File: config.mk
export PLATFORM = sky130hd
export DESIGN_NAME = jarp_packer
export DESIGN_NICKNAME = d
export VERILOG_FILES = /design/src/jarp_pkg.sv /design/src/jarp_clamp.sv /design/src/jarp_packer.sv /design/src/jarp_timer.sv
export SDC_FILE = /design/constraint.sdc
export NUM_CORES = 1
export LEC_CHECK = 0
export BUFFER_PORTS_ARGS = -buffer_cell sky130_fd_sc_hd__buf_2
export CAP_MARGIN = 5
export CORE_MARGIN = 1
export CORE_UTILIZATION = 25
export DETAILED_ROUTE_END_ITERATION = 8
export HOLD_SLACK_MARGIN = 0.15
export PLACE_DENSITY = 0.46
export SLEW_MARGIN = 15
export SYNTH_ARGS = -nofsm -noshare
export SYNTH_HDL_FRONTEND = slang
export SYNTH_SLANG_ARGS = --single-unit
File: constraint.sdc
create_clock -name SYS_CLK -period 6.11 [get_ports SYS_CLK]
set_input_delay 0.611 -clock SYS_CLK [delete_from_list [all_inputs] [get_ports SYS_CLK]]
set_output_delay 0.611 -clock SYS_CLK [all_outputs]
set_load 0.02 [all_outputs]
File: src/jarp_pkg.sv
package jarp_pkg;
  // ----------------------------------------
  // parameter groups and priorities
  // ----------------------------------------
  localparam logic [17:0] PGN_EXT_SLOPE = 18'h0f029;   // 61481
  localparam logic [17:0] PGN_ANG_RATE = 18'h0f02a;    // 61482
  localparam logic [17:0] PGN_VEH_DIR = 18'h0fee8;     // 65256
  localparam logic [17:0] PGN_VEH_DIR_TWO = 18'h0fd89; // 64905
  localparam logic [2:0] PRIO_PERIODIC = 3'h3;
  localparam logic [2:0] PRIO_REQUEST = 3'h6;

  // ----------------------------------------
  // timing
  // ----------------------------------------
  localparam int CLK_HZ = 50000000;
  localparam int PERIOD_MS = 10;
  localparam int PERIOD_CYCLES = CLK_HZ / 1000 * PERIOD_MS;

  // ----------------------------------------
  // field limits, raw counts
  // ----------------------------------------
  localparam logic [23:0] EXT_ANGLE_MAX = 24'hfaffff;  // 251.9999 deg
  localparam logic [15:0] WORD_FIELD_MAX = 16'hfaff;   // largest valid 16 bit value
  localparam logic [7:0] LATENCY_MAX = 8'hfa;          // 125 ms at 0.5 ms per bit
  localparam logic [7:0] FILL_BYTE = 8'hff;
  localparam logic [15:0] FILL_WORD = 16'hffff;

  // ----------------------------------------
  // status codes
  // ----------------------------------------
  localparam logic [1:0] COMP_ON = 2'h0;
  localparam logic [1:0] COMP_OFF = 2'h1;
  localparam logic [1:0] STAT_ERROR = 2'h2;
  localparam logic [1:0] STAT_NA = 2'h3;
  localparam logic [1:0] MERIT_OK = 2'h0;
  localparam logic [1:0] MERIT_DEGRADED = 2'h1;

  // ----------------------------------------
  // registers
  // ----------------------------------------
  localparam logic [3:0] ADDR_CTRL = 4'h0;
  localparam logic [3:0] ADDR_STATUS = 4'h1;
  localparam logic [3:0] ADDR_MASK = 4'h2;
  localparam logic [3:0] ADDR_SENT = 4'h3;
  localparam int CTRL_SLOPE_EN = 0;
  localparam int CTRL_RATE_EN = 1;
  localparam int EV_SLOPE = 0;
  localparam int EV_RATE = 1;
  localparam int EV_DIR = 2;
  localparam int EV_DIR_TWO = 3;
  localparam int EV_CLAMP = 4;
  localparam int NUM_EV = 5;

  typedef enum logic [1:0] {
    JARP_IDLE = 2'b00,
    JARP_LOAD = 2'b01,
    JARP_SEND = 2'b11
  } jarp_state_type;
endpackage : jarp_pkg

File: src/jarp_clamp.sv
`timescale 1ns/1ps
// saturates a signed raw count into [0, max] of an unsigned field
module jarp_clamp
  import jarp_pkg::*;
#(
  parameter int IN_W = 26,
  parameter int OUT_W = 16
) (
  // raw input
  input wire logic signed [IN_W-1:0] raw,
  input wire logic [OUT_W-1:0] max_val,
  // saturated output
  output logic [OUT_W-1:0] packed_val,
  output logic clipped
);
  // ----------------------------------------
  // range check
  // ----------------------------------------
  wire logic below = raw < 0;
  wire logic signed [IN_W:0] max_ext = {{(IN_W + 1 - OUT_W){1'b0}}, max_val};
  wire logic above = {raw[IN_W-1], raw} > max_ext;
  // clamp to limits
  assign packed_val = below ? '0 : (above ? max_val : raw[OUT_W-1:0]);
  assign clipped = below | above;
endmodule : jarp_clamp

File: src/jarp_packer.sv
// The register offsets and the address-and-strobe port were chosen for this implementation.
`timescale 1ns/1ps
// Function
// extended slope message, group 61481, every 10 ms when enabled, priority 3
// extended angles 3 bytes, 1/32768 deg per bit, -250 deg offset
// roll compensation code: 00 on, 01 off, 10 error, 11 not available
// slope latency byte 8, 0.5 ms per bit, 0 to 125 ms
// angular rate message, group 61482, every 10 ms when enabled, priority 3
// rates bytes 1-6, 1/128 deg/s per bit, -250 deg/s offset
// rate quality fields at byte 7 bits 1, 3, 5
// quality code: 00 ok, 01 degraded, 10 error, 11 not available
// rate latency byte 8, 0.5 ms per bit, zero offset
// direction message, group 65256, only on request, priority 6
// direction message unused bearing, speed, altitude all ones
// direction bytes 5-6 pitch, 1/128 deg per bit, -200 deg offset
// second direction message, group 64905, on request, roll bytes 1-2
// multi-byte fields low byte first; unused bytes all ones
// out of range values clamped to field limits
module jarp_packer
  import jarp_pkg::*;
#(
  parameter int PERIOD = PERIOD_CYCLES
) (
  // clock and reset
  input wire logic SYS_CLK,
  input wire logic RESET_N,
  // register port
  input wire logic [3:0] REG_ADDR,
  input wire logic [31:0] REG_WDATA,
  input wire logic REG_WR,
  input wire logic REG_RD,
  output logic [31:0] REG_RDATA,
  output logic IRQ,
  // measurements, signed angle and rate counts and unsigned latency counts, already in field resolution, offset removed
  input wire logic signed [25:0] PITCH_EXT,
  input wire logic signed [25:0] ROLL_EXT,
  input wire logic signed [17:0] PITCH_RATE,
  input wire logic signed [17:0] ROLL_RATE,
  input wire logic signed [17:0] YAW_RATE,
  input wire logic signed [17:0] PITCH_DIR,
  input wire logic signed [17:0] ROLL_DIR,
  input wire logic [8:0] ANGLE_LATENCY,
  input wire logic [8:0] RATE_LATENCY,
  // status codes
  input wire logic [1:0] PITCH_COMP,
  input wire logic [1:0] PITCH_MERIT,
  input wire logic [1:0] ROLL_COMP,
  input wire logic [1:0] ROLL_MERIT,
  input wire logic [1:0] PITCH_RATE_MERIT,
  input wire logic [1:0] ROLL_RATE_MERIT,
  input wire logic [1:0] YAW_RATE_MERIT,
  // requests from the network
  input wire logic REQ_DIR,
  input wire logic REQ_DIR_TWO,
  // frame output
  output logic FRAME_VALID,
  input wire logic FRAME_READY,
  output logic [17:0] FRAME_PGN,
  output logic [2:0] FRAME_PRIO,
  output logic [63:0] FRAME_DATA
);
  // ----------------------------------------
  // offsets, pedantic bias into unsigned field
  // ----------------------------------------
  localparam logic signed [25:0] EXT_BIAS = 26'sh07d0000;  // 250 deg * 32768
  localparam logic signed [17:0] RATE_BIAS = 18'sh07d00;   // 250 deg/s * 128
  localparam logic signed [17:0] DIR_BIAS = 18'sh06400;    // 200 deg * 128

  jarp_state_type state_reg;
  jarp_state_type state_next;
  logic [1:0] sel_reg;
  logic [3:0] pend_reg;
  logic [3:0] pend_next;
  logic [31:0] ctrl_reg;
  logic [NUM_EV-1:0] status_reg;
  logic [NUM_EV-1:0] mask_reg;
  logic [15:0] sent_reg;
  logic [NUM_EV-1:0] ev;
  logic [31:0] rdata_reg;
  logic irq_reg;
  logic valid_reg;
  logic [17:0] pgn_reg;
  logic [2:0] prio_reg;
  logic [63:0] data_reg;
  logic [63:0] data_next;
  logic [17:0] pgn_next;
  logic [2:0] prio_next;
  logic tick;

  // ----------------------------------------
  // period timer
  // ----------------------------------------
  jarp_timer #(.CYCLES(PERIOD)) u_timer (
    .clk(SYS_CLK),
    .reset_n(RESET_N),
    .tick(tick)
  );

  // ----------------------------------------
  // scaling and clamping
  // ----------------------------------------
  logic [23:0] pitch_ext_f;
  logic [23:0] roll_ext_f;
  logic [15:0] rate_f [3];
  logic [15:0] pdir_f;
  logic [15:0] rdir_f;
  logic [7:0] alat_f;
  logic [7:0] rlat_f;
  logic [8:0] clip;
  wire logic [2:0][17:0] rate_in = {YAW_RATE, ROLL_RATE, PITCH_RATE};

  // extended angle offset, one extra bit so a large input cannot wrap past the bias
  jarp_clamp #(.IN_W(27), .OUT_W(24)) u_cp (.raw(27'(PITCH_EXT) + 27'(EXT_BIAS)), .max_val(EXT_ANGLE_MAX),
    .packed_val(pitch_ext_f), .clipped(clip[0]));
  jarp_clamp #(.IN_W(27), .OUT_W(24)) u_cr (.raw(27'(ROLL_EXT) + 27'(EXT_BIAS)), .max_val(EXT_ANGLE_MAX),
    .packed_val(roll_ext_f), .clipped(clip[1]));
  // rate offset
  genvar gi;
  generate
    for (gi = 0; gi < 3; gi++) begin : g_rate
      jarp_clamp #(.IN_W(19), .OUT_W(16)) u_rt (.raw(19'($signed(rate_in[gi])) + 19'(RATE_BIAS)),
        .max_val(WORD_FIELD_MAX), .packed_val(rate_f[gi]), .clipped(clip[2+gi]));
    end
  endgenerate
  // direction pitch offset
  jarp_clamp #(.IN_W(19), .OUT_W(16)) u_pd (.raw(19'(PITCH_DIR) + 19'(DIR_BIAS)), .max_val(WORD_FIELD_MAX),
    .packed_val(pdir_f), .clipped(clip[5]));
  // direction roll offset
  jarp_clamp #(.IN_W(19), .OUT_W(16)) u_rd (.raw(19'(ROLL_DIR) + 19'(DIR_BIAS)), .max_val(WORD_FIELD_MAX),
    .packed_val(rdir_f), .clipped(clip[6]));
  // latency limit
  jarp_clamp #(.IN_W(10), .OUT_W(8)) u_al (.raw({1'b0, ANGLE_LATENCY}), .max_val(LATENCY_MAX),
    .packed_val(alat_f), .clipped(clip[7]));
  // latency limit
  jarp_clamp #(.IN_W(10), .OUT_W(8)) u_rl (.raw({1'b0, RATE_LATENCY}), .max_val(LATENCY_MAX),
    .packed_val(rlat_f), .clipped(clip[8]));

  // ----------------------------------------
  // payload images, byte 1 in bits 7:0
  // ----------------------------------------
  // low byte first
  // compensation codes passed as coded
  wire logic [63:0] img_slope = {alat_f, ROLL_MERIT, ROLL_COMP, PITCH_MERIT, PITCH_COMP,
    roll_ext_f, pitch_ext_f};
  // quality at 7.1 7.3 7.5
  // codes passed as coded
  wire logic [63:0] img_rate = {rlat_f, STAT_NA, YAW_RATE_MERIT, ROLL_RATE_MERIT, PITCH_RATE_MERIT,
    rate_f[2], rate_f[1], rate_f[0]};
  // unused fields all ones
  wire logic [63:0] img_dir = {FILL_WORD, pdir_f, FILL_WORD, FILL_WORD};
  // unused bytes all ones
  wire logic [63:0] img_dir_two = {{6{FILL_BYTE}}, rdir_f};

  // ----------------------------------------
  // pending requests, lowest index wins
  // ----------------------------------------
  wire logic frame_done = valid_reg & FRAME_READY;
  // timed frames on each period tick when enabled
  wire logic [3:0] pend_set = {REQ_DIR_TWO, REQ_DIR, tick & ctrl_reg[CTRL_RATE_EN], tick & ctrl_reg[CTRL_SLOPE_EN]};
  wire logic [1:0] pick = pend_reg[0] ? 2'd0 : (pend_reg[1] ? 2'd1 : (pend_reg[2] ? 2'd2 : 2'd3));
  wire logic load = (state_reg == JARP_IDLE) & (|pend_reg);
  wire logic [3:0] pick_hot = 4'b0001 << pick;

  // new request wins over the clear of the one just taken
  assign pend_next = (pend_reg & ~(load ? pick_hot : 4'b0000)) | pend_set;

  // state sequencing
  always_comb begin
    state_next = state_reg;
    case (state_reg)
      JARP_IDLE: begin
        if (|pend_reg) begin
          state_next = JARP_LOAD;
        end
      end
      JARP_LOAD: begin
        state_next = JARP_SEND;
      end
      JARP_SEND: begin
        if (frame_done) begin
          state_next = JARP_IDLE;
        end
      end
      default: begin
        state_next = JARP_IDLE;
      end
    endcase
  end

  // frame selection
  always_comb begin
    case (sel_reg)
      // slope group
      2'd0: begin
        pgn_next = PGN_EXT_SLOPE;
        prio_next = PRIO_PERIODIC;
        data_next = img_slope;
      end
      // rate group
      2'd1: begin
        pgn_next = PGN_ANG_RATE;
        prio_next = PRIO_PERIODIC;
        data_next = img_rate;
      end
      // direction on request
      2'd2: begin
        pgn_next = PGN_VEH_DIR;
        prio_next = PRIO_REQUEST;
        data_next = img_dir;
      end
      // second direction on request
      default: begin
        pgn_next = PGN_VEH_DIR_TWO;
        prio_next = PRIO_REQUEST;
        data_next = img_dir_two;
      end
    endcase
  end

  // sequencer registers
  always_ff @(posedge SYS_CLK) begin
    if (!RESET_N) begin
      state_reg <= JARP_IDLE;
      pend_reg <= 4'h0;
      sel_reg <= 2'h0;
    end else begin
      state_reg <= state_next;
      pend_reg <= pend_next;
      if (load) begin
        sel_reg <= pick;
      end
    end
  end

  // frame output registers, held stable while offered
  always_ff @(posedge SYS_CLK) begin
    if (!RESET_N) begin
      valid_reg <= 1'b0;
      pgn_reg <= 18'h00000;
      prio_reg <= 3'h0;
      data_reg <= {8{FILL_BYTE}};
    end else if (state_reg == JARP_LOAD) begin
      valid_reg <= 1'b1;
      pgn_reg <= pgn_next;
      prio_reg <= prio_next;
      data_reg <= data_next;
    end else if (frame_done) begin
      valid_reg <= 1'b0;
    end
  end

  assign FRAME_VALID = valid_reg;
  assign FRAME_PGN = pgn_reg;
  assign FRAME_PRIO = prio_reg;
  assign FRAME_DATA = data_reg;

  // ----------------------------------------
  // registers and interrupt
  // ----------------------------------------
  wire logic sent_slope = frame_done & (pgn_reg == PGN_EXT_SLOPE);
  wire logic sent_rate = frame_done & (pgn_reg == PGN_ANG_RATE);
  wire logic sent_dir = frame_done & (pgn_reg == PGN_VEH_DIR);
  wire logic sent_dir_two = frame_done & (pgn_reg == PGN_VEH_DIR_TWO);
  wire logic clip_ev = (state_reg == JARP_LOAD) & (|clip);
  wire logic rd_status = REG_RD & (REG_ADDR == ADDR_STATUS);
  wire logic [31:0] rd_mux;

  assign ev = {clip_ev, sent_dir_two, sent_dir, sent_rate, sent_slope};
  // read decode
  assign rd_mux = (REG_ADDR == ADDR_CTRL) ? ctrl_reg :
                  (REG_ADDR == ADDR_STATUS) ? {{(32 - NUM_EV){1'b0}}, status_reg} :
                  (REG_ADDR == ADDR_MASK) ? {{(32 - NUM_EV){1'b0}}, mask_reg} :
                  (REG_ADDR == ADDR_SENT) ? {16'h0000, sent_reg} : 32'h00000000;

  // control, mask and sticky status; a new event wins over the read clear
  always_ff @(posedge SYS_CLK) begin
    if (!RESET_N) begin
      ctrl_reg <= 32'h00000000;
      mask_reg <= '0;
      status_reg <= '0;
      sent_reg <= 16'h0000;
      rdata_reg <= 32'h00000000;
      irq_reg <= 1'b0;
    end else begin
      if (REG_WR && REG_ADDR == ADDR_CTRL) begin
        ctrl_reg <= {30'h00000000, REG_WDATA[CTRL_RATE_EN], REG_WDATA[CTRL_SLOPE_EN]};
      end
      if (REG_WR && REG_ADDR == ADDR_MASK) begin
        mask_reg <= REG_WDATA[NUM_EV-1:0];
      end
      status_reg <= (rd_status ? '0 : status_reg) | ev;
      sent_reg <= sent_reg + {15'h0000, frame_done};
      rdata_reg <= REG_RD ? rd_mux : 32'h00000000;
      irq_reg <= |(((rd_status ? '0 : status_reg) | ev) & mask_reg);
    end
  end

  assign REG_RDATA = rdata_reg;
  assign IRQ = irq_reg;
endmodule : jarp_packer

File: src/jarp_timer.sv
`timescale 1ns/1ps
// free running period timer, one cycle tick at wrap
module jarp_timer
  import jarp_pkg::*;
#(
  parameter int CYCLES = PERIOD_CYCLES
) (
  // clock and reset
  input wire logic clk,
  input wire logic reset_n,
  // tick
  output logic tick
);
  localparam int CW = $clog2(CYCLES);
  localparam logic [CW-1:0] LAST = CW'(CYCLES - 1);
  logic [CW-1:0] count_reg;
  logic [CW-1:0] count_next;
  logic tick_reg;

  // ----------------------------------------
  // counter
  // ----------------------------------------
  assign count_next = (count_reg == LAST) ? '0 : count_reg + 1'b1;
  assign tick = tick_reg;

  // count and tick
  always_ff @(posedge clk) begin
    if (!reset_n) begin
      count_reg <= '0;
      tick_reg <= 1'b0;
    end else begin
      count_reg <= count_next;
      tick_reg <= (count_reg == LAST);
    end
  end
endmodule : jarp_timer

### Word-level counts from Yosys, hierarchy flattened

Cells that the tools add are included.

| word-level totals | value |
|---|---|
| word-level logic and storage cells | 138 |
| register bits after elaboration | 175 |
| input port bits | 217 |

| cells by class | value |
|---|---|
| muxes and demuxes | 35 |
| shifts and indexed selects | 1 |
| add/sub/neg operators | 9 |
| order comparisons | 18 |
| equal/unequal tests | 14 |
| bitwise operators | 27 |
| reductions and logical operators | 16 |

Operators by type and width:

| kind | number |
|---|---|
| 64-bit case mux with 3 select lines | 1 |
| 16-bit two-way mux | 10 |
| 20-bit by 16-bit > comparator with 1-bit output, second input constant | 5 |
| 24-bit two-way mux | 4 |
| 18-bit by 16-bit adder with 19-bit output, second input constant | 5 |
| 19-bit by 1-bit < comparator with 1-bit output, second input constant | 5 |
| 18-bit by 16-bit equality test with 1-bit output, second input constant | 4 |
| 28-bit by 24-bit > comparator with 1-bit output, second input constant | 2 |
| 26-bit by 24-bit adder with 27-bit output, second input constant | 2 |
| 27-bit by 1-bit < comparator with 1-bit output, second input constant | 2 |
| 12-bit case mux with 3 select lines | 1 |
| 8-bit two-way mux | 4 |
| 5-bit two-way mux | 4 |
| 19-bit by 1-bit adder with 19-bit output, second input constant | 1 |
| 19-bit equality test, second input constant | 1 |
| 9-bit by 8-bit > comparator with 1-bit output, second input constant | 2 |
| 9-bit by 1-bit < comparator with 1-bit output, second input constant | 2 |
| 16-bit by 1-bit adder with 16-bit output | 1 |
| 1-bit AND | 10 |
| 2-bit two-way mux | 5 |
| 5-bit OR reduction | 2 |
| 1-bit bitwise OR | 9 |
| 9-bit OR reduction | 1 |
| 4-bit by 2-bit equality test with 1-bit output, second input constant | 2 |
| 23 further kinds | 35 |

### Longest topological paths before layout

| logic depth | value |
|---|---|
| depth after elaboration | 8 |
| depth in mapped cells | 10 |

### Modules after synthesis

A second synthesis with hierarchy kept.

| second synthesis, totals | value |
|---|---|
| cell total of the unflattened synthesis | 1750 |
| area total of the unflattened synthesis | 14453.9 sq um |

Modules (own cells, without submodules):

| module | cells an instance | instances | area an instance (sq um) | seq. area each (sq um) |
|---|---|---|---|---|
| jarp_packer | 805 | 1 | 6800.3 | 2542.4 |
| jarp_clamp at g_rate[0].u_rt ... | 100 | 5 | 817.0 | 0.0 |
| jarp_clamp at u_cp ... | 125 | 2 | 957.2 | 0.0 |
| jarp_timer | 103 | 1 | 910.9 | 400.4 |
| jarp_clamp at u_al ... | 46 | 2 | 371.6 | 0.0 |

### Least setup slack after synthesis

No wires, ideal clock.

| timing path | value |
|---|---|
| path kind | input-to-reg |
| from | in ROLL_RATE[8] |
| to | reg irq_reg, in the netlist IRQ |
| library setup time | 0.134 ns |
| slack | 3.297 ns |
| buffers on the path | 1 |
| stages on the path | 9 |
| arrival | 2.680 ns |
| cell sequence | ha_1 -> clkbuf_1 -> nor4_2 -> a21boi_0 -> or3_1 -> a32o_1 -> nand3b_1 -> o41ai_1 -> a31oi_1 |

| on the way | value |
|---|---|
| cells in the longest elaborated chain, start to end | 8 |
| elaborated cells on any way between the ends | 9 |
| those cells by class | add/sub: 1; order compare: 2; bitwise: 4; reduce/logical: 2 |

Ends and longest elaborated chain:

| element | RTL line | source |
|---|---|---|
| start: declaration | jarp_packer.sv:38 | `input wire logic signed [17:0] ROLL_RATE,` |
| 18-bit by 16-bit adder with 19-bit output (*) | jarp_packer.sv:121 | `jarp_clamp #(.IN_W(19), .OUT_W(16)) u_rt (.raw(19'($signed(rate_in[gi])) + 19'(RATE_BIAS)),` |
| 20-bit by 16-bit > comparator with 1-bit output / 19-bit by 1-bit < comparator with 1-bit output (equally long branches) | jarp_clamp.sv:21, jarp_clamp.sv:19 |  |
| 1-bit bitwise OR (*) | jarp_clamp.sv:24 | `assign clipped = below \| above;` |
| 9-bit OR reduction (*) | jarp_packer.sv:264 | `wire logic clip_ev = (state_reg == JARP_LOAD) & (\|clip);` |
| 1-bit AND (*) | jarp_packer.sv:264 |  |
| 5-bit bitwise OR (*) | jarp_packer.sv:294 | `irq_reg <= \|(((rd_status ? '0 : status_reg) \| ev) & mask_reg);` |
| 5-bit AND (*) | jarp_packer.sv:294 |  |
| 5-bit OR reduction (*) | jarp_packer.sv:294 |  |
| end signal: assignment | jarp_packer.sv:294 |  |
| end: declaration | jarp_packer.sv:80 | `logic irq_reg;` |

Every way passes the cells marked *; elsewhere a longest branch is shown, timed or not.
A chain may end at the register's enable or synchronous reset.

### Worst setup path in the final report

| timing path | value |
|---|---|
| from | in ROLL_EXT[16] |
| to | reg data_reg[34], in the netlist FRAME_DATA[34] |

| on the way | value |
|---|---|
| cells in the longest elaborated chain, start to end | 5 |
| elaborated cells on any way between the ends | 6 |
| those cells by class | add/sub: 1; order compare: 2; mux: 3 |

Ends and longest elaborated chain:

| element | RTL line | source |
|---|---|---|
| start: declaration | jarp_packer.sv:36 | `input wire logic signed [25:0] ROLL_EXT,` |
| 26-bit by 24-bit adder with 27-bit output (*) | jarp_packer.sv:115 | `jarp_clamp #(.IN_W(27), .OUT_W(24)) u_cr (.raw(27'(ROLL_EXT) + 27'(EXT_BIAS)), .max_val(EXT_ANGLE_MAX),` |
| 28-bit by 24-bit > comparator with 1-bit output | jarp_clamp.sv:21 | `wire logic above = {raw[IN_W-1], raw} > max_ext;` |
| 24-bit two-way mux | jarp_clamp.sv:23 | `assign packed_val = below ? '0 : (above ? max_val : raw[OUT_W-1:0]);` |
| 24-bit two-way mux (*) | jarp_clamp.sv:23 |  |
| 64-bit case mux with 3 select lines (*) | jarp_packer.sv:192 | `case (sel_reg)` |
| end signal: assignment | jarp_packer.sv:241 | `data_reg <= {8{FILL_BYTE}};` |
| end signal: assignment | jarp_packer.sv:246 | `data_reg <= data_next;` |
| end: declaration | jarp_packer.sv:84 | `logic [63:0] data_reg;` |

Marked as above.

==> run summary <==
max_cap viols -> 0
Pleak -> 4.42 nW
Layout area overhead -> 26.8%
num ports -> 336
mapped cell area -> 8780 sq um
Multi-input gate area -> 5330 sq um
drt drc -> 0
Mapped Cells -> 1143
worst skew pair latency -> 0.44 ns
setup TNS -> 0 ns
Slew Limit Fails -> 0
crit path launch type -> primary input
Initial DRC Count -> 494
layout filler cell count -> 3833
Yosys warning total -> 0
hold_ws -> 0.426 ns
Post-synth EDFFs -> 0
Post-DRT Antenna Nets -> 0
worst r2r path cells -> 7
Reg2Reg Launch Point -> state_reg[0]
unrepaired setup endpoints after global routing -> false
effective utilization at floorplan -> 25.4%
Synth area leaders -> dfxtp_1, o21ai_0, nor2_1
share of post-route cells with drive strength above 1 -> 24.8%
setup violators final -> 0
Pre-antenna DRT Iters -> 6
clk root buf -> clkbuf_16
HPWL after DPL -> 25.8 mm
number of synthesized register bits -> 147
relative slew slack -> 18.7%
global-route wire length before repair -> 52.2 mm
FF+latch area -> 2940 sq um
routability cong. -> 0.823
DR WL/cell -> 18.0 um
outcome -> complete, no violations
CP required -> 6.36 ns
initial antenna violation count -> 7
post_cts resized -> 0
grt ovf -> 0
via/cell ratio -> 5.00
Clock Skew -> 0.0137 ns
Commonest cells post-synth -> dfxtp_1, o21ai_0, nor2_1
max reg flops -> 64
register area share after synthesis -> 33.5%
gr usage total -> 18.7%
die width -> 189 um
Total Nets Final -> 1638
Worst Setup SP -> ROLL_EXT[16]
postcts setup bufs -> 0
Synth top area share -> 33.5%
CTS tree -> done
reg2reg setup slack -> 3.10 ns
area leader, netlist -> dfxtp_1
vias in the first global route -> 9103
routed wire length -> 33.5 mm
Hold Buf Count CTS -> 0
crit-path max FO -> 12
port buffer count -> 288
final period utilization -> 55.4%
crit path kind -> primary input to flop
Peak VDD IR -> 0.000194 V
total core area -> 34500 sq um
FF-to-FF End -> FRAME_DATA[8]
clk buf depth -> 2
clock-pin slew on the worst setup and hold paths -> 0.08 ns
Setup crit end -> FRAME_DATA[34]
Sink Count -> 147
die area -> 35900 sq um
via count -> 9330
Site Rows -> 68
Slew @ Worst Pin -> 1.21 ns
CP Capture Type -> flop
Crit path arrival time -> 3.63 ns
largest net degree at the start of global routing -> 47
most common cell in the netlist -> dfxtp_1
Post-synth ARST share -> 0%
count of final hold-check violations -> 0
Die Height -> 189 um
Num CTS Buffers -> 17
post-route minimum period -> 3.38 ns
ys flop type -> dfxtp_1
power per cell area -> 259 nW/um^2
Avg Cell Area, Syn -> 7.68 sq um
Hold/Removal Path Class -> primary input to flop
Unique masters post-synth -> 75
# H-tree levels -> 4
Fmax -> 296 MHz
## worst max-delay path, stage by stage
cell      delay, ns
buf_2          0.13
ha_1           0.27
nor4_1         0.54
or3_1          0.20
a21oi_1        0.06
o211ai_1       0.31
nand2_1        0.34
a21boi_1       0.92
a41oi_1        0.24
## logic make-up after synthesis
kind of cell             count (synthesis)  share of synthesized area (%)
adder cells (fa/ha/maj)                 28                           3.99
XOR/XNOR                                62                           6.19
AND/OR/NAND/NOR                        447                           25.7
AO/OA/AOI/OAI                          331                           23.6
other                                    1                         0.0427
flip-flops                             147                           33.5
multiplexers                             2                          0.228
buffers and inverters                  125                           6.63
## cell type report
| cell class | instances | share of cell area [%] |
|---|---|---|
| Antenna cell | 4 | 0.0899 |
| Inverter | 39 | 1.32 |
| Clock inverter | 13 | 1.45 |
| Clock buffer | 19 | 4.07 |
| Tap cell | 455 | 5.12 |
| Multi-Input combinational cell | 890 | 47.9 |
| Timing Repair Buffer | 298 | 13.6 |
| Sequential cell | 147 | 26.4 |
## routing by layer
layer	share of wire, %	global-route usage [%]
met1	46	24.3
met2	47	31.1
met3	5.6	4.45
met4	1.2	4.40
met5	0.039	0
## metrics by stage
stage	area, sq um	instances	power [mW]	utilization (%)	setup slack [ns]
2_1_floorplan	8850	1162	1.50	-	3.30
3_3_place_gp	10500	1829	1.79	30.4	2.31
3_5_place_dp	10500	1829	1.79	30.4	2.37
4_1_cts	11100	1861	2.93	32.2	2.83
5_1_grt	11100	1863	3.04	32.2	2.45
6_report	11100	1865	2.89	32.2	2.73
## power by group
part	leakage [nW]	switching, mW	internal, mW
sequential	1.20	0.0514	1.03
combinational	2.92	0.452	0.227
clock	0.297	0.484	0.639
## cells in the final DEF, fill, tap and decap left out, types with 18 or more instances in the layout
cell type / synthesis / final
a21oi_1: 61 / 61
a31oi_1: 18 / 18
buf_2: 6 / 288
conb_1: 1 / 20
dfxtp_1: 147 / 147
ha_1: 28 / 28
inv_1: 38 / 38
nand2_1: 94 / 94
nand3_1: 54 / 54
nand4_1: 37 / 37
nor2_1: 121 / 121
nor3_1: 20 / 20
o21ai_0: 136 / 136
xnor2_1: 27 / 27
xor2_1: 35 / 35
## worst min-delay path by stage
stage	cells past startpoint	from	to	slack, ns
after detailed placement	1	u_timer.count_reg[0]	u_timer.count_reg[0]	0.44
after CTS	3	ROLL_DIR[5]	FRAME_DATA[5]	0.40
after global placement	1	u_timer.count_reg[0]	u_timer.count_reg[0]	0.43
after global routing	3	REG_WDATA[2]	mask_reg[2]	0.42
final	3	PITCH_EXT[10]	FRAME_DATA[10]	0.43
after floorplan	1	u_timer.count_reg[0]	u_timer.count_reg[0]	0.42
(Power assumes the default switching activity.)
